$ cat config.mk
export PLATFORM = sky130hd
export DESIGN_NAME = bfus_sequencer
export DESIGN_NICKNAME = d
export VERILOG_FILES = /design/src/rtl/bfus_pkg.sv /design/src/rtl/bfus_cnt_if.sv /design/src/rtl/bfus_sat_cnt.sv /design/src/rtl/bfus_sequencer.sv
export SDC_FILE = /design/constraint.sdc
export NUM_CORES = 1
export LEC_CHECK = 0
export BUFFER_PORTS_ARGS = -buffer_cell sky130_fd_sc_hd__buf_2
export CORE_AREA = 3 3 79 81
export CTS_CLUSTER_SIZE = 14
export DETAILED_ROUTE_END_ITERATION = 10
export DIE_AREA = 0 0 82 84
export PLACE_DENSITY = 0.8
export SETUP_SLACK_MARGIN = 0.1
export SYNTH_ARGS = -nofsm -noshare
export SYNTH_HDL_FRONTEND = slang
export SYNTH_SLANG_ARGS = --single-unit
$ cat constraint.sdc
create_clock -name sys_clk -period 2.3 [get_ports sys_clk]
set_input_delay 0.345 -clock sys_clk [delete_from_list [all_inputs] [get_ports sys_clk]]
set_output_delay 0.345 -clock sys_clk [all_outputs]
set_load 0.1 [all_outputs]
$ cat src/rtl/bfus_pkg.sv
// Shared constants and types of the buck fault and undervoltage sequencer
package bfus_pkg;

  // ***********************************************************
  // Register map (byte addresses on the Avalon-MM slave)
  // ***********************************************************
  localparam logic [4:0] BFUS_OFF_CTRL     = 5'h00;
  localparam logic [4:0] BFUS_OFF_STATUS   = 5'h04;
  localparam logic [4:0] BFUS_OFF_IRQ_STAT = 5'h08;
  localparam logic [4:0] BFUS_OFF_IRQ_CLR  = 5'h0c;
  localparam logic [4:0] BFUS_OFF_IRQ_EN   = 5'h10;

  // Control register fields and reset values
  localparam int         BFUS_CTRL_EN_BIT  = 0;
  localparam int         BFUS_CTRL_OFF_BIT = 1;
  localparam logic       BFUS_CTRL_EN_RST  = 1'b1;
  localparam logic       BFUS_CTRL_OFF_RST = 1'b0;

  // Status register fields
  localparam int         BFUS_ST_PG_BIT      = 0;
  localparam int         BFUS_ST_RESTART_BIT = 1;
  localparam int         BFUS_ST_HS_BIT      = 2;
  localparam int         BFUS_ST_FAULT_LSB   = 4;
  localparam int         BFUS_ST_UV_LSB      = 8;
  localparam int         BFUS_ST_LOCK_BIT    = 12;

  // Interrupt event bits
  localparam int         BFUS_IRQ_W          = 4;
  localparam int         BFUS_EV_OC_BIT      = 0;
  localparam int         BFUS_EV_RESTART_BIT = 1;
  localparam int         BFUS_EV_UV_BIT      = 2;
  localparam int         BFUS_EV_PG_BIT      = 3;
  localparam logic [3:0] BFUS_IRQ_EN_RST     = 4'h0;

  // ***********************************************************
  // Counters and timing
  // ***********************************************************
  localparam int         BFUS_CNT_W   = 3;
  localparam logic [2:0] BFUS_CNT_MAX = 3'h7;
  localparam int         BFUS_CLK_NS   = 40;
  localparam int         BFUS_BLANK_NS = 100;
  // Least time: round up to whole clock cycles
  localparam int         BFUS_BLANK_CYC = (BFUS_BLANK_NS + BFUS_CLK_NS - 1) / BFUS_CLK_NS;
  localparam logic [1:0] BFUS_BLANK_LD  = 2'(BFUS_BLANK_CYC);

  typedef enum logic [1:0] {
    MODE_LOCK,
    MODE_RUN,
    MODE_RESTART
  } bfus_mode_t;

endpackage

$ cat src/rtl/bfus_cnt_if.sv
// Control and state of one saturating 3-bit counter (fault or undervoltage)
`timescale 1ns/100ps
`default_nettype none
interface bfus_cnt_if;
  import bfus_pkg::*;
  logic                  inc;
  logic                  dec;
  logic                  clr;
  logic [BFUS_CNT_W-1:0] count;
  logic                  at_max;
  logic                  at_zero;

  modport ctl (output inc, output dec, output clr, input count, input at_max, input at_zero);
  modport cnt (input inc, input dec, input clr, output count, output at_max, output at_zero);
endinterface
`default_nettype wire

$ cat src/rtl/bfus_sat_cnt.sv
// Saturating up/down counter, range zero to seven
`timescale 1ns/100ps
`default_nettype none
module bfus_sat_cnt
  import bfus_pkg::*;
(
  // Clock and reset
  input  wire logic sys_clk,
  input  wire logic rst_n,
  // Counter control
  bfus_cnt_if.cnt   cif
);

  typedef struct packed {
    logic [BFUS_CNT_W-1:0] count;
  } bfus_cnt_st_t;

  bfus_cnt_st_t st_reg;
  bfus_cnt_st_t st_next;

  always_comb begin
    st_next = st_reg;
    if (cif.clr) begin
      st_next.count = '0;
    end else if (cif.inc && !cif.dec && st_reg.count != BFUS_CNT_MAX) begin
      st_next.count = st_reg.count + 3'h1;
    end else if (cif.dec && !cif.inc && st_reg.count != 3'h0) begin
      st_next.count = st_reg.count - 3'h1;
    end
  end

  always_ff @(posedge sys_clk or negedge rst_n) begin
    if (!rst_n) begin
      st_reg <= '0;
    end else begin
      st_reg <= st_next;
    end
  end

  assign cif.count   = st_reg.count;
  assign cif.at_max  = (st_reg.count == BFUS_CNT_MAX);
  assign cif.at_zero = (st_reg.count == 3'h0);
endmodule
`default_nettype wire

$ cat src/rtl/bfus_sequencer.sv
// Undervoltage filter, pulse-by-pulse current limit and hiccup restart sequencer
`timescale 1ns/100ps
`default_nettype none
module bfus_sequencer
  import bfus_pkg::*;
(
  // Clock and reset
  input  wire logic        sys_clk,
  input  wire logic        rst_n,
  // Analog front end, synchronous to sys_clk
  input  wire logic        cycle_start,
  input  wire logic        ramp_reached,
  input  wire logic        pwm_off_req,
  input  wire logic        oc_cmp,
  input  wire logic        ss_cycle_done,
  input  wire logic        soft_start_shutdown_pin_n,
  // Gate drives and supervision
  output logic             high_side_gate_out,
  output logic             low_side_gate_out,
  output logic             power_good,
  output logic             ss_hold,
  output logic             restart_active,
  output logic             irq,
  // Avalon-MM slave
  input  wire logic [4:0]  avs_address,
  input  wire logic        avs_read,
  input  wire logic        avs_write,
  input  wire logic [31:0] avs_writedata,
  input  wire logic [3:0]  avs_byteenable,
  output logic [31:0]      avs_readdata,
  output logic             avs_waitrequest
);

  // ***********************************************************
  // State
  // ***********************************************************
  typedef struct packed {
    bfus_mode_t            mode;
    logic                  pg;
    logic                  ss_hold;
    logic                  hs;
    logic                  ls;
    logic                  restart;
    logic                  oc_trip;
    logic                  oc_seen;
    logic                  ramp_ok;
    logic [1:0]            blank_cnt;
    logic                  ss_prev;
    logic                  ctrl_en;
    logic                  ctrl_off;
    logic [BFUS_IRQ_W-1:0] irq_stat;
    logic [BFUS_IRQ_W-1:0] irq_en;
    logic                  irq;
    logic                  waitreq;
    logic [31:0]           rdata;
  } bfus_st_t;

  bfus_st_t st_reg;
  bfus_st_t st_next;

  bfus_cnt_if uv_cif ();
  bfus_cnt_if flt_cif ();

  bfus_sat_cnt u_uv_cnt (
    .sys_clk (sys_clk),
    .rst_n   (rst_n),
    .cif     (uv_cif)
  );

  bfus_sat_cnt u_fault_cnt (
    .sys_clk (sys_clk),
    .rst_n   (rst_n),
    .cif     (flt_cif)
  );

  logic                  shut;
  logic                  ss_evt;
  logic                  oc_valid;
  logic                  active;
  logic                  req;
  logic                  wr_ok;
  logic [BFUS_IRQ_W-1:0] ev;
  logic [BFUS_IRQ_W-1:0] clr_mask;
  logic [31:0]           status;

  // ***********************************************************
  // Sequencing
  // ***********************************************************
  always_comb begin
    st_next     = st_reg;
    ev          = '0;
    clr_mask    = '0;
    status      = '0;
    uv_cif.inc  = 1'b0;
    uv_cif.dec  = 1'b0;
    uv_cif.clr  = 1'b0;
    flt_cif.inc = 1'b0;
    flt_cif.dec = 1'b0;
    flt_cif.clr = 1'b0;

    shut   = !soft_start_shutdown_pin_n || st_reg.ctrl_off;
    ss_evt = ss_cycle_done && !st_reg.ss_prev;
    st_next.ss_prev = ss_cycle_done;
    // Comparator only looks while the gate is on and blanking has run out
    oc_valid = st_reg.hs && st_reg.blank_cnt == 2'h0 && oc_cmp;
    // Ramp must reach 90% strictly before the next clock pulse
    st_next.ramp_ok = cycle_start ? 1'b0 : (st_reg.ramp_ok || ramp_reached);
    if (shut) begin
      st_next.mode = MODE_LOCK;
      uv_cif.clr   = 1'b1;
      flt_cif.clr  = 1'b1;
    end else begin
      unique case (st_reg.mode)
        MODE_LOCK: begin
          uv_cif.inc = cycle_start && st_reg.ramp_ok;
          uv_cif.dec = cycle_start && !st_reg.ramp_ok;
          if (uv_cif.at_max) begin
            st_next.mode = MODE_RUN;
            uv_cif.clr   = 1'b1;
            ev[BFUS_EV_PG_BIT] = 1'b1;
          end
        end
        MODE_RUN, MODE_RESTART: begin
          uv_cif.inc = cycle_start && !st_reg.ramp_ok;
          uv_cif.dec = cycle_start && st_reg.ramp_ok;
          if (st_reg.mode == MODE_RUN) begin
            flt_cif.inc = cycle_start && (st_reg.oc_seen || oc_valid);
            flt_cif.dec = cycle_start && !(st_reg.oc_seen || oc_valid);
          end else begin
            flt_cif.dec = ss_evt;
          end
          if (uv_cif.at_max) begin
            st_next.mode = MODE_LOCK;
            uv_cif.clr   = 1'b1;
            flt_cif.clr  = 1'b1;
            ev[BFUS_EV_UV_BIT] = 1'b1;
          end else if (st_reg.mode == MODE_RUN && flt_cif.at_max) begin
            st_next.mode = MODE_RESTART;
            ev[BFUS_EV_RESTART_BIT] = 1'b1;
          end else if (st_reg.mode == MODE_RESTART && flt_cif.at_zero) begin
            st_next.mode = MODE_RUN;
          end
        end
        default: begin
          st_next.mode = MODE_LOCK;
        end
      endcase
    end
    st_next.pg      = st_next.mode != MODE_LOCK;
    st_next.ss_hold = st_next.mode == MODE_LOCK;
    st_next.restart = st_next.mode == MODE_RESTART;
    // Gates run only in a steady run state, so every mode change forces them off
    active = st_next.mode == MODE_RUN && st_reg.mode == MODE_RUN && st_reg.ctrl_en;

    if (!active) begin
      st_next.hs      = 1'b0;
      st_next.oc_trip = 1'b0;
    end else if (cycle_start) begin
      st_next.hs      = !pwm_off_req;
      st_next.oc_trip = 1'b0;
    end else if (oc_valid || st_reg.oc_trip) begin
      st_next.hs      = 1'b0;
      st_next.oc_trip = 1'b1;
    end else if (pwm_off_req) begin
      st_next.hs      = 1'b0;
    end
    st_next.ls = active && !st_next.hs;
    if (st_next.hs && !st_reg.hs) begin
      st_next.blank_cnt = BFUS_BLANK_LD;
    end else if (st_reg.blank_cnt != 2'h0) begin
      st_next.blank_cnt = st_reg.blank_cnt - 2'h1;
    end
    st_next.oc_seen = cycle_start ? 1'b0 : (st_reg.oc_seen || oc_valid);
    ev[BFUS_EV_OC_BIT] = oc_valid;
    // ***********************************************************
    // Avalon-MM slave: one wait cycle, then the answer
    // ***********************************************************
    status[BFUS_ST_PG_BIT]      = st_reg.pg;
    status[BFUS_ST_RESTART_BIT] = st_reg.mode == MODE_RESTART;
    status[BFUS_ST_HS_BIT]      = st_reg.hs;
    status[BFUS_ST_FAULT_LSB +: BFUS_CNT_W] = flt_cif.count;
    status[BFUS_ST_UV_LSB +: BFUS_CNT_W]    = uv_cif.count;
    status[BFUS_ST_LOCK_BIT]    = st_reg.mode == MODE_LOCK;
    req   = avs_read || avs_write;
    wr_ok = avs_write && !st_reg.waitreq && avs_byteenable[0];
    st_next.waitreq = !(req && st_reg.waitreq);
    if (req && st_reg.waitreq) begin
      unique case (avs_address)
        BFUS_OFF_CTRL:     st_next.rdata = {30'h0, st_reg.ctrl_off, st_reg.ctrl_en};
        BFUS_OFF_STATUS:   st_next.rdata = status;
        BFUS_OFF_IRQ_STAT: st_next.rdata = {28'h0, st_reg.irq_stat};
        BFUS_OFF_IRQ_EN:   st_next.rdata = {28'h0, st_reg.irq_en};
        default:           st_next.rdata = 32'h0;
      endcase
    end
    if (wr_ok) begin
      unique case (avs_address)
        BFUS_OFF_CTRL: begin
          st_next.ctrl_en  = avs_writedata[BFUS_CTRL_EN_BIT];
          st_next.ctrl_off = avs_writedata[BFUS_CTRL_OFF_BIT];
        end
        BFUS_OFF_IRQ_CLR: clr_mask      = avs_writedata[BFUS_IRQ_W-1:0];
        BFUS_OFF_IRQ_EN:  st_next.irq_en = avs_writedata[BFUS_IRQ_W-1:0];
        default: ;
      endcase
    end

    // A new event beats a clear written in the same cycle
    st_next.irq_stat = (st_reg.irq_stat & ~clr_mask) | ev;
    st_next.irq      = |(st_next.irq_stat & st_next.irq_en);
  end

  always_ff @(posedge sys_clk or negedge rst_n) begin
    if (!rst_n) begin
      st_reg          <= '0;
      st_reg.mode     <= MODE_LOCK;
      st_reg.ss_hold  <= 1'b1;
      st_reg.ctrl_en  <= BFUS_CTRL_EN_RST;
      st_reg.ctrl_off <= BFUS_CTRL_OFF_RST;
      st_reg.irq_en   <= BFUS_IRQ_EN_RST;
      st_reg.waitreq  <= 1'b1;
    end else begin
      st_reg <= st_next;
    end
  end

  assign high_side_gate_out = st_reg.hs;
  assign low_side_gate_out  = st_reg.ls;
  assign power_good         = st_reg.pg;
  assign ss_hold            = st_reg.ss_hold;
  assign restart_active     = st_reg.restart;
  assign irq                = st_reg.irq;
  assign avs_readdata       = st_reg.rdata;
  assign avs_waitrequest    = st_reg.waitreq;
endmodule
`default_nettype wire

-- Word level (Yosys, flattened, before mapping)
Cells that the tools add are included.
- add/sub/neg operators: 5
- multiply operators: 0
- divide/modulo/power cells: 0
- magnitude comparators: 0
- eq/ne operators: 13
- shifts and indexed selects: 0
- muxes and demuxes: 48
- bitwise logic cells: 4
- reductions and logical operators: 58
- operators by type and width (kind ; count):
    one-hot mux 13 bit (4 select lines) ; 1
    2-to-1 mux 1 bit ; 25
    logical AND 1 bit ; 24
    2-to-1 mux 3 bit ; 7
    2-to-1 mux 2 bit ; 8
    2-to-1 mux 4 bit ; 4
    zero test 1 bit ; 13
    nonzero test 3 bit ; 4
    equality test 5 x 4 -> 1 bit, second input constant ; 2
    bitwise AND 4 bit ; 2
    adder 3 x 1 -> 3 bit, second input constant ; 2
    equality test 3 bit, second input constant ; 2
    zero test 2 bit ; 3
    inequality test 3 bit, second input constant ; 2
    nonzero test 2 bit ; 3
    subtractor 3 x 1 -> 3 bit, second input constant ; 2
    equality test 5 x 3 -> 1 bit, second input constant ; 1
    equality test 5 bit, second input constant ; 1
    zero test 5 bit ; 1
    logical OR 1 bit ; 5
    equality test 2 x 1 -> 1 bit, second input constant ; 2
    equality test 2 bit, second input constant ; 2
    inverter 4 bit ; 1
    OR 4 bit ; 1
    9 further kinds ; 10
- flip-flop bits (word level): 63
- latch bits: 0
- RAM bits: 0
- memory bits (read-only): 0
- input port bits: 51
- output and inout port bits: 39
- memories kept: 0

-- Depth between registers and ports, before layout
Gate-level depths: netlist of the first run.
- depth after elaboration: 14
- depth in mapped cells: 10

-- Modules after synthesis
Synthesis of the first run repeated with hierarchy kept, for this count alone.
- cell total of the unflattened synthesis: 264
- area, all modules: 2509.9 um^2
- by module, submodules not included (module ; times used ; cells each ; area an instance (um^2) ; seq. area each (um^2)):
    bfus_sequencer ; 1 ; 206 ; 2001.9 ; 904.6
    bfus_sat_cnt ; 2 ; 29 ; 254.0 ; 75.1

-- Least setup slack after synthesis of the first run
OpenSTA, ideal clock, no wires.
- path type: flip-flop to flip-flop
- start point: reg st_reg, in the netlist high_side_gate_out
- end point: reg u_fault_cnt.st_reg, in the netlist u_fault_cnt.cif.count[1]
- library setup time: 65 ps
- data arrival time: 2315 ps
- data required time: 2235 ps
- setup slack: -80 ps
- stages on the path, launching flop included: 7
- path buffers: 0
- cells stage by stage: dfrtp_1 -> a31oi_1 -> or3_4 -> inv_1 -> fa_1 -> nor2_1 -> mux2_2
- cells in the longest elaborated chain, start to end: 13
- ends and longest elaborated chain (what ; RTL line ; source):
    start: declaration ; bfus_sequencer.sv:58 ; bfus_st_t st_reg;
    start signal: assignment ; bfus_sequencer.sv:223 ; st_reg <= st_next;
    logical AND 1 bit (*) (2 in series) ; bfus_sequencer.sv:105 ; oc_valid = st_reg.hs && st_reg.blank_cnt == 2'h0 && oc_cmp;
    logical OR 1 bit (*) ; bfus_sequencer.sv:127, bfus_sequencer.sv:128 ;
    zero test 1 bit ; bfus_sequencer.sv:128 ; flt_cif.dec = cycle_start && !(st_reg.oc_seen || oc_valid);
    logical AND 1 bit ; bfus_sequencer.sv:128 ;
    2-to-1 mux 1 bit ; bfus_sequencer.sv:126 ; if (st_reg.mode == MODE_RUN) begin
    2-to-1 mux 1 bit ; bfus_sequencer.sv:113 ; unique case (st_reg.mode)
    2-to-1 mux 1 bit ; bfus_sequencer.sv:108 ; if (shut) begin
    zero test 1 bit ; bfus_sat_cnt.sv:25 ; end else if (cif.inc && !cif.dec && st_reg.count != BFUS_CNT_MAX) begin
    logical AND 1 bit (2 in series) ; bfus_sat_cnt.sv:25 ;
    2-to-1 mux 3 bit ; bfus_sat_cnt.sv:25 ;
    2-to-1 mux 3 bit ; bfus_sat_cnt.sv:23 ; if (cif.clr) begin
    end signal: assignment ; bfus_sat_cnt.sv:36 ; st_reg <= st_next;
    end: declaration ; bfus_sat_cnt.sv:18 ; bfus_cnt_st_t st_reg;
Every way passes the cells marked *; elsewhere a longest branch is shown, timed or not.
A chain may end at the register's enable or synchronous reset.

-- Final worst setup path of the first run
- start point: reg st_reg[55] in the netlist's numbering
- end point: reg u_fault_cnt.st_reg, in the netlist u_fault_cnt.cif.count[1]
- cells in the longest elaborated chain, start to end: 9
- ends and longest elaborated chain (what ; RTL line):
    equality test 2 x 1 -> 1 bit / equality test 2 bit (equally long branches) ; bfus_sequencer.sv:113, bfus_sequencer.sv:126
    2-to-1 mux 1 bit / OR reduction 2 bit (equally long branches) ; bfus_sequencer.sv:126, bfus_sequencer.sv:113
    2-to-1 mux 1 bit ; bfus_sequencer.sv:113
    2-to-1 mux 1 bit ; bfus_sequencer.sv:108
    zero test 1 bit ; bfus_sat_cnt.sv:25
    logical AND 1 bit (2 in series) ; bfus_sat_cnt.sv:25
    2-to-1 mux 3 bit ; bfus_sat_cnt.sv:25
    2-to-1 mux 3 bit ; bfus_sat_cnt.sv:23
Parallel ways exist; a longest one is shown, timed or not.

==> results of run 1 <==
-- critical path, stage by stage (launching register included) --
cell and delay (ps):
dfrtp_1 370, inv_2 60, ha_4 270, and3b_2 210, nand4_1 90, or3_4 390
inv_2 70, fa_2 430, nor2_1 100, mux2_4 150
-- through the flow --
stage	util	hold WS [ps]	power, mW
CTS	0.5045	172.6	1.838
floorplan	-	49.41	1.214
global placement	0.4724	250.2	1.259
finish	0.5140	178.8	1.837
global route	0.5140	175.9	1.924
detailed placement	0.4724	250.3	1.272
-- metal layers --
layer | vias up | wire, um
met4 | 0 | 127
met2 | 80 | 2603
met5 | - | 0
met1 | 934 | 2270
li1 | 907 | -
met3 | 11 | 389
-- repair_timing --
item / CTS / global route
hold buffers: 1 / 0
cloned: 0 / 0
pin swaps: 5 / 13
buffers inserted: 5 / 3
endpoints found under the setup margin: 3 / 8
gates resized for setup: 6 / 7
endpoints found under the hold margin: 10 / 0
-- final timing paths --
kind	start	end	slack, ps	cells past startpoint
worst max register to register	st_reg[55]	u_fault_cnt.cif.count[1]	100	9
worst min-delay path	ss_cycle_done	st_reg[44]	180	1
min in group asynchronous	rst_n	st_reg[47]	460	2
worst min register to register	avs_readdata[5]	avs_readdata[5]	480	2
worst max-delay path	st_reg[55]	u_fault_cnt.cif.count[1]	100	9
max in group asynchronous	rst_n	st_reg[43]	1270	3
-- cell type report --
| cell class | instances | area [um^2] | share of cell area |
|---|---|---|---|
| Multi-Input combinational cell | 173 | 1235 | 0.4337 |
| Sequential cell | 42 | 1060 | 0.3721 |
| Timing Repair Buffer | 53 | 315.3 | 0.1107 |
| Tap cell | 72 | 90.09 | 0.03163 |
| Clock buffer | 7 | 76.32 | 0.02680 |
| Inverter | 11 | 41.29 | 0.01450 |
| Clock inverter | 1 | 30.03 | 0.01054 |
-- power groups by stage --
stage | Sequential, mW | Clock [mW] | Combinational [mW]
2_1_floorplan | 0.848 | 0 | 0.366
5_1_grt | 0.838 | 0.608 | 0.479
6_report | 0.833 | 0.560 | 0.445
4_1_cts | 0.832 | 0.571 | 0.436
3_5_place_dp | 0.846 | 0 | 0.426
3_3_place_gp | 0.843 | 0 | 0.416
-- layout by cell type (no fill, tap or decap), types with 3 or more instances in the layout --
cell type and count:
and3_1 4, a22oi_1 5, a22o_1 8, mux2_4 3
nor2b_1 3, nand2_1 21, buf_4 13, dfrtp_1 38
o31ai_1 5, o21ai_0 10, nand3_1 5, nor2_1 13
nand2b_1 3, inv_1 8, nand4_1 5, inv_2 3
ha_1 3, clkbuf_8 5, nor3_1 5, mux2_2 4
a21oi_1 4, o211ai_1 3, buf_2 37, conb_1 21
-- cell families (layout without fill, tap and decap cells) --
family | count (synthesis) | in the layout | share of synthesized area
and+or+nand+nor | 79 | 79 | 0.1886
AOI/OAI and AO/OA | 54 | 54 | 0.1617
buffers and inverters | 49 | 72 | 0.1252
DFF | 42 | 42 | 0.4273
muxes | 10 | 10 | 0.04714
adders and majority gates | 7 | 7 | 0.04156
xor gates and xnor gates | 2 | 2 | 0.007097
other | 1 | 21 | 0.001519
==> run_results.csv, run 1 <==
group,metric,value,unit
floorplan,chipWidth,82,um
synthesis,netlist_top_cells_area,"dfrtp_1 40%, buf_4 9.7%, dfstp_2 3.2%",
timing,setup_viol,0,
drt,drc_errors,0,
finish,drive_above_1_share,0.3171,
synthesis,ys_types,56,
floorplan,die_h,84,um
global_route,antenna_found_initial,0,
finish,largest_register_ffs,18,
global_route,grt_pass1_wl,8.480,mm
placed_design,port_buffers,37,
timing,rsz0062_at_grt,"yes",
synthesis,yosysMostFrequentCell,"dfrtp_1",
synthesis,synth-seq-area-share,0.4273,
global_route,top_usage_layer,"met2",
worst_setup_path,critical_path_required,2530,ps
worst_setup_path,crit_type,"reg -> reg",
pwr,ir_worst_vdd,0.0002813,V
global_route,grt_usage,0.1578,
clock_tree,clk_pin_slew,70,ps
drt,drt_first_iter_violations,130,
drt,drtPass1Iterations,4,
pwr,p_seq_frac,0.453,
timing,fin_crit,2199,ps
floorplan,start_util,0.4456,
flow_run,cap_violations,0,
timing,tns,0,ps
timing,clock_skew,9.419,ps
pwr,power_density,645.2,nW/um^2
worst_hold_path,hold_path_class,"in -> reg",
global_route,grt_use_met1,0.2031,
clock_tree,clockRootBuffer,"clkbuf_8",
outcome,status,"completed",
finish,fin_cells,359,
timing,worstMarginPinSlew,577.7,ps
placed_design,dp_cells,342,
placed_design,place_hpwl,4.107,mm
timing,max_freq,454.8,MHz
synthesis,synth_area_per_cell,10.12,um^2
clock_tree,cts_htree_levels,2,
pwr,p_sw,0.5998,mW
synthesis,synth_ff_type,"dfrtp_1",
global_route,grt_pass1_vias,1815,
finish,synthToLayoutAreaGrowth,15.36,%
clock_tree,cts_tree,"built",
synthesis,async_flop_share,1.000,
pwr,power.internal,1.238,mW
timing,timing.final.ws_setup,101.5,ps
drt,wire_per_inst,15.02,um
timing,slew_violations,0,
worst_setup_path,worstSetupEndpointType,"flop",
pwr,combPwrFrac,0.242,
timing,hold_violations,0,
synthesis,synth_edf_count,0,
clock_tree,clock_sinks,42,
synthesis,netlist_instances,244,
synthesis,synth_area,2469,um^2
global_route,grt_max_degree,17,
pwr,swShare,0.3264,
finish,diodes,0,
clock_tree,cts_max_path_buffers,2,
pwr,clkPwrFrac,0.305,
drt,dr_total_vias,1932,
floorplan,die_area,6888,um^2
clock_tree,cts_buffers,5,
drt,drt-total-wl,5.391,mm
synthesis,synth_common_cells,"39 x dfrtp_1, 32 x buf_4, 21 x nand2_1",
synthesis,synth_top_area_cell,"dfrtp_1",
worst_setup_path,startpoint_type,"flop",
worst_setup_path,critPathMaxFanout,4,
floorplan,rows,27,
clock_tree,insertion_delay,290,ps
finish,design_area,2848,um^2
synthesis,synth_seq_cells,42,
drt,vias_per_cell,5.382,
floorplan,io_pins,90,
global_route,met2_usage,0.2520,
finish,nNetsFinal,344,
timing,relSlewSlack,0.6119,
global_route,met3_usage,0.03888,
floorplan,coreArea,5540,um^2
synthesis,synthDominantCellAreaShare,0.3953,
finish,fillers,508,
placed_design,preCtsSetupSlack,40.35,ps
placed_design,placed_area,2618,um^2
timing,period_share,0.9559,
worst_setup_path,cp_data_arrival_time,2430,ps
global_route,grt_overflow,0,
synthesis,yosysWarningCount,0,
placed_design,gp_congestion,0.8336,
drt,ant_nets,0,
pwr,p_leak,1.402,nW
Power figures use the tool's default switching activity.
==> run 2, diff against run 1 <==
- CTS_BUF_LIST: default -> sky130_fd_sc_hd__clkbuf_8 sky130_fd_sc_hd__clkbuf_16
- GPL_ROUTABILITY_DRIVEN: default -> 0
==> run 2 against run 1 <==
Net effect: critical path depth is the same; routed wire length shrank 0.87%; first-iteration DRC count shrank 0.77%; sequential share of layout area is the same; highest routed layer unchanged; worst hold slack is essentially flat; combinational power is essentially flat; count of clock-buffer cells in the layout shrank 2; critical endpoint unchanged; flip-flop and latch count is the same; largest power group unchanged; maximum frequency is essentially flat.
==> run_results.csv, run 2 (synthesis results as in run 1) <==
group,metric,value,unit
global_route,grt_usage,0.1578,
global_route,antenna_found_initial,0,
worst_setup_path,startpoint_type,"flop",
worst_setup_path,slowest_stage,"fa_2",
timing,tns,0,ps
worst_setup_path,crit_cells,9,
pwr,power.internal,1.229,mW
floorplan,io_pins,90,
pwr,swShare,0.3274,
finish,mostFrequentLayoutCells,"38 x dfrtp_1, 37 x buf_2, 21 x nand2_1, 21 x conb_1",
global_route,grt_pass1_vias,1815,
timing,rsz0062_at_grt,"yes",
floorplan,start_util,0.4456,
finish,drive_above_1_share,0.3171,
floorplan,die_h,84,um
timing,hold_violations,0,
worst_setup_path,cp_top_family,"simple AND/OR/NAND/NOR gates",
pwr,combPwrFrac,0.243,
finish,synthToLayoutAreaGrowth,15.36,%
floorplan,die_area,6888,um^2
flow_run,cap_violations,0,
clock_tree,cts_max_path_buffers,2,
worst_setup_path,critPathMaxFanout,4,
drt,ant_nets,0,
pwr,ir_worst_vdd,0.0002813,V
drt,drt_first_iter_violations,129,
timing,slew_violations,0,
clock_tree,clk_pin_slew,70,ps
finish,largest_register_ffs,18,
worst_setup_path,cp_cell_sequence,"inv_2 > ha_4 > and3b_2 > nand4_1 > or3_4 > inv_2 > fa_2 > nor2_1 > mux2_4",
worst_setup_path,r2r_setup_slack,100,ps
clock_tree,insertion_delay,290,ps
timing,relSlewSlack,0.6159,
pwr,power_density,641.4,nW/um^2
clock_tree,cts_tree,"built",
drt,drt-total-wl,5.344,mm
worst_setup_path,r2r_cells,9,
outcome,status,"completed",
finish,nNetsFinal,344,
worst_setup_path,timing.critical_path.to,"u_fault_cnt.cif.count[1]",
floorplan,coreArea,5540,um^2
worst_setup_path,path_buf_inv,2,
timing,max_freq,455.3,MHz
pwr,total_power,1.827,mW
worst_setup_path,crit_type,"reg -> reg",
timing,setup_viol,0,
global_route,grt_pass1_wl,8.480,mm
floorplan,chipWidth,82,um
timing,fin_crit,2197,ps
worst_hold_path,hold_path_class,"in -> reg",
global_route,grt_max_degree,17,
timing,period_share,0.9550,
drt,dr_total_vias,1945,
floorplan,rows,27,
worst_setup_path,cp_common_cell,"inv_2",
pwr,clkPwrFrac,0.301,
pwr,p_seq_frac,0.456,
pwr,p_leak,1.410,nW
worst_setup_path,worstSetupEndpointType,"flop",
finish,layout_commonest_cell,"dfrtp_1",
worst_setup_path,cp_data_arrival_time,2430,ps
placed_design,place_hpwl,4.107,mm
global_route,grt_overflow,0,
timing,clock_skew,8.192,ps
drt,wire_per_inst,14.89,um
worst_setup_path,max_stage_delay,430,ps
worst_setup_path,crit-reg2reg-launch,"st_reg[55]",
worst_setup_path,crit_path_start,"st_reg[55]",
worst_setup_path,rr_endpoint,"u_fault_cnt.cif.count[1]",
drt,vias_per_cell,5.418,
clock_tree,clock_sinks,42,
finish,fillers,508,
finish,diodes,0,
clock_tree,cts_htree_levels,2,
pwr,p_sw,0.5980,mW
worst_setup_path,critical_path_required,2530,ps
timing,worstMarginPinSlew,571.8,ps
clock_tree,cts_buffers,5,
drt,drtPass1Iterations,4,
clock_tree,clockRootBuffer,"clkbuf_8",
finish,postLayoutCoreUtil,0.5140,
placed_design,port_buffers,37,
drt,drc_errors,0,
## run 2: changes by cell type in the layout (fill, tap and decap cells not counted), sizes merged
cell / previous run / this run
inv: 11 / 13
clkbuf: 7 / 5
## run 2: how the worst min path moves through the flow
stage          slack (ps)                       end  cells past startpoint           from
6_report              180                st_reg[44]                      1  ss_cycle_done
2_1_floorplan          50           avs_readdata[0]                      0          rst_n
3_3_place_gp          250                st_reg[49]                      1          rst_n
4_1_cts               170                st_reg[44]                      1  ss_cycle_done
5_1_grt               180                st_reg[44]                      1  ss_cycle_done
3_5_place_dp          250  u_fault_cnt.cif.count[0]                      1          rst_n
## run 2: stage by stage
step / setup WS (ps) / cells / area (um^2) / hold WS [ps]
after CTS: 89.98 / 356 / 2795 / 172.6
final: 103.4 / 359 / 2848 / 178.6
after floorplan: 100.2 / 264 / 2561 / 49.41
after global routing: 10.45 / 359 / 2848 / 175.9
after global placement: 98.32 / 342 / 2618 / 250.2
after detailed placement: 40.35 / 342 / 2618 / 250.3
## run 2: repair_timing
item,CTS,global route
gates cloned,0,0
buffers inserted,5,3
setup endpoints to repair,3,8
gates resized for setup,6,7
hold endpoints to repair,10,0
pin swaps,5,13
hold buffers,1,0
## run 2: power groups by stage
stage | Sequential, mW | Combinational, mW | Clock (mW)
3_3_place_gp | 0.843 | 0.416 | 0
3_5_place_dp | 0.846 | 0.426 | 0
2_1_floorplan | 0.848 | 0.366 | 0
5_1_grt | 0.838 | 0.479 | 0.600
6_report | 0.833 | 0.444 | 0.549
4_1_cts | 0.832 | 0.436 | 0.563
## run 2: area by class of cell
type / count / area [um^2] / area share
inverter: 11 / 41.29 / 0.01450
clock buffer: 5 / 68.82 / 0.02417
tap: 72 / 90.09 / 0.03163
timing repair buffer: 53 / 315.3 / 0.1107
sequential: 42 / 1060 / 0.3721
multi-input combinational: 173 / 1235 / 0.4337
clock inverter: 3 / 37.54 / 0.01318
## run 2: per-layer routing
| layer | share of wire | up-vias | GRT usage |
|---|---|---|---|
| li1 | - | 909 | - |
| met1 | 0.41 | 948 | 0.2031 |
| met2 | 0.49 | 79 | 0.2520 |
| met3 | 0.082 | 9 | 0.03888 |
| met4 | 0.021 | 0 | 0.05891 |
| met5 | 0 | - | 0 |
==> run 3, diff against run 2 <==
- BUFFER_PORTS_ARGS: -buffer_cell sky130_fd_sc_hd__buf_2 -> default
- CORE_AREA: 3 3 79 81 -> 3 3 71 73
- CTS_CLUSTER_DIAMETER: default -> 200
- DIE_AREA: 0 0 82 84 -> 0 0 74 76
- DONT_BUFFER_PORTS: default -> 1
- PLACE_DENSITY: 0.8 -> 0.78
==> run 3 against run 2 <==
Net effect: critical path depth unchanged; highest routed layer unchanged; total power up 0.60%; first-iteration DRC count down 12%; combinational power down 1%; worst hold slack worse by 98 ps.
==> run_results.csv, run 3 (synthesis results as in run 1) <==
group,metric,value,unit
global_route,antenna_found_initial,0,
drt,routed-wl-met2,2.676,mm
global_route,grt_overflow,0,
timing,max_freq,443.5,MHz
timing,timing.final.ws_setup,45.30,ps
pwr,total_power,1.838,mW
drt,dr_wl_met3,383,um
worst_setup_path,startpoint_type,"flop",
finish,mostFrequentLayoutCells,"38 x dfrtp_1, 29 x buf_4, 21 x nand2_1, 21 x conb_1, 13 x nor2_1",
worst_setup_path,r2r_cells,9,
worst_setup_path,critical_path_required,2510,ps
global_route,grt_pass1_vias,1778,
placed_design,dp_cells,300,
finish,layout_commonest_cell,"dfrtp_1",
drt,drt-total-wl,5.351,mm
worst_hold_path,hold_start,"ss_cycle_done",
floorplan,die_h,76,um
timing,clock_skew,5.040,ps
drt,routed.top_layer,"met4",
worst_setup_path,worstSetupEndpointType,"flop",
floorplan,chipWidth,74,um
worst_setup_path,critPathMaxFanout,4,
finish,diodes,0,
placed_design,place_hpwl,3.921,mm
timing,fin_crit,2255,ps
clock_tree,cts_max_path_buffers,2,
finish,fillers,352,
finish,synthToLayoutAreaGrowth,11.66,%
finish,drive_above_1_share,0.2642,
finish,fin_cells,317,
finish,multi_input_area,1236,um^2
floorplan,io_pins,90,
clock_tree,clock_sinks,42,
worst_setup_path,r2r_setup_slack,50,ps
drt,drt_first_iter_violations,113,
flow_run,cap_violations,0,
floorplan,die_area,5624,um^2
timing,relSlewSlack,0.4059,
global_route,grt_max_degree,43,
pwr,ir_worst_vdd,0.0002965,V
global_route,grt_usage,0.1890,
timing,rsz0062_at_grt,"yes",
worst_setup_path,cp_data_arrival_time,2470,ps
placed_design,preCtsSetupSlack,16.39,ps
worst_setup_path,crit-reg2reg-launch,"st_reg[56]",
global_route,grt_pass1_wl,8.355,mm
clock_tree,clockRootBuffer,"clkbuf_8",
finish,seqCellArea,1060,um^2
drt,dr_total_vias,1843,
finish,nNetsFinal,322,
drt,vias_per_cell,5.814,
pwr,p_leak,1.323,nW
drt,drc_errors,0,
floorplan,rows,24,
clock_tree,insertion_delay,290,ps
worst_hold_path,hold_path_class,"in -> reg",
drt,drt-met1-wl,2.228,mm
timing,worstMarginPinSlew,891.1,ps
timing,slew_violations,0,
worst_hold_path,hold_end,"st_reg[44]",
drt,ant_nets,0,
timing,period_share,0.9803,
worst_setup_path,crit_type,"reg -> reg",
pwr,power_density,666.7,nW/um^2
drt,wire_per_inst,16.88,um
timing,hold_violations,0,
worst_setup_path,rr_endpoint,"u_fault_cnt.cif.count[2]",
placed_design,port_buffers,0,
timing,holdWs,80.31,ps
clock_tree,cts_htree_levels,2,
worst_hold_path,hold_depth,0,
finish,largest_register_ffs,18,
clock_tree,cts_buffers,5,
clock_tree,cts_tree,"built",
timing,setup_viol,0,
drt,drtPass1Iterations,4,
floorplan,coreArea,4414,um^2
outcome,status,"completed",
clock_tree,clk_pin_slew,80,ps
floorplan,start_util,0.5592,
[run 3: how the worst max path moves through the flow]
stage	slack (ps)	depth (start not counted)	to	from
after global routing	-7	9	u_fault_cnt.cif.count[2]	st_reg[56]
after global placement	120	9	u_fault_cnt.cif.count[1]	st_reg[56]
after floorplan	100	9	u_fault_cnt.cif.count[1]	st_reg[55]
after detailed placement	20	9	u_fault_cnt.cif.count[2]	st_reg[55]
after CTS	60	9	u_fault_cnt.cif.count[2]	st_reg[56]
final	50	9	u_fault_cnt.cif.count[2]	st_reg[56]
[run 3: what timing repair did]
item	4_1_cts	5_1_grt
pin swaps	5	6
endpoints found under the setup margin	3	7
hold buffers	2	0
hold endpoints to repair	42	0
setup buffers	3	4
resized for setup	4	8
[run 3: stage by stage]
step                TNS, ps  utilization  area, um^2
detailed placement        0       0.5709        2520
global route         -7.266       0.6244        2756
CTS                       0       0.6091        2689
finish                    0       0.6244        2756
global placement          0       0.5709        2520
floorplan                 0            -        2561
[run 3: power by group]
part / internal (mW) / leakage, nW / total [mW] / switching [mW]
clock: 0.316 / 0.0607 / 0.563 / 0.247
sequential: 0.786 / 0.563 / 0.836 / 0.0501
combinational: 0.120 / 0.700 / 0.438 / 0.317
total: 1.22 / 1.32 / 1.84 / 0.615
[run 3: worst max-delay path: stages, from the launching register on]
cell and delay, ps:
dfrtp_1 390, inv_2 80, ha_4 200, and3b_2 240, and3_4 160, or3_4 330, inv_2 70, fa_2 220
mux2i_2 250, mux2i_1 230
[run 3: per-layer routing]
layer / vias to the layer above / global-route usage
met5: - / 0
met4: 0 / 0.05254
met3: 10 / 0.05937
met2: 70 / 0.3138
met1: 894 / 0.2326
li1: 869 / -
[run 3: final cells by class]
class                      count  area share
sequential                    42      0.3845
inverter                      11     0.01498
clock buffer                   5     0.02497
tap                           52     0.02360
clock inverter                 3     0.01362
timing repair buffer          31     0.08988
multi-input combinational    173      0.4485
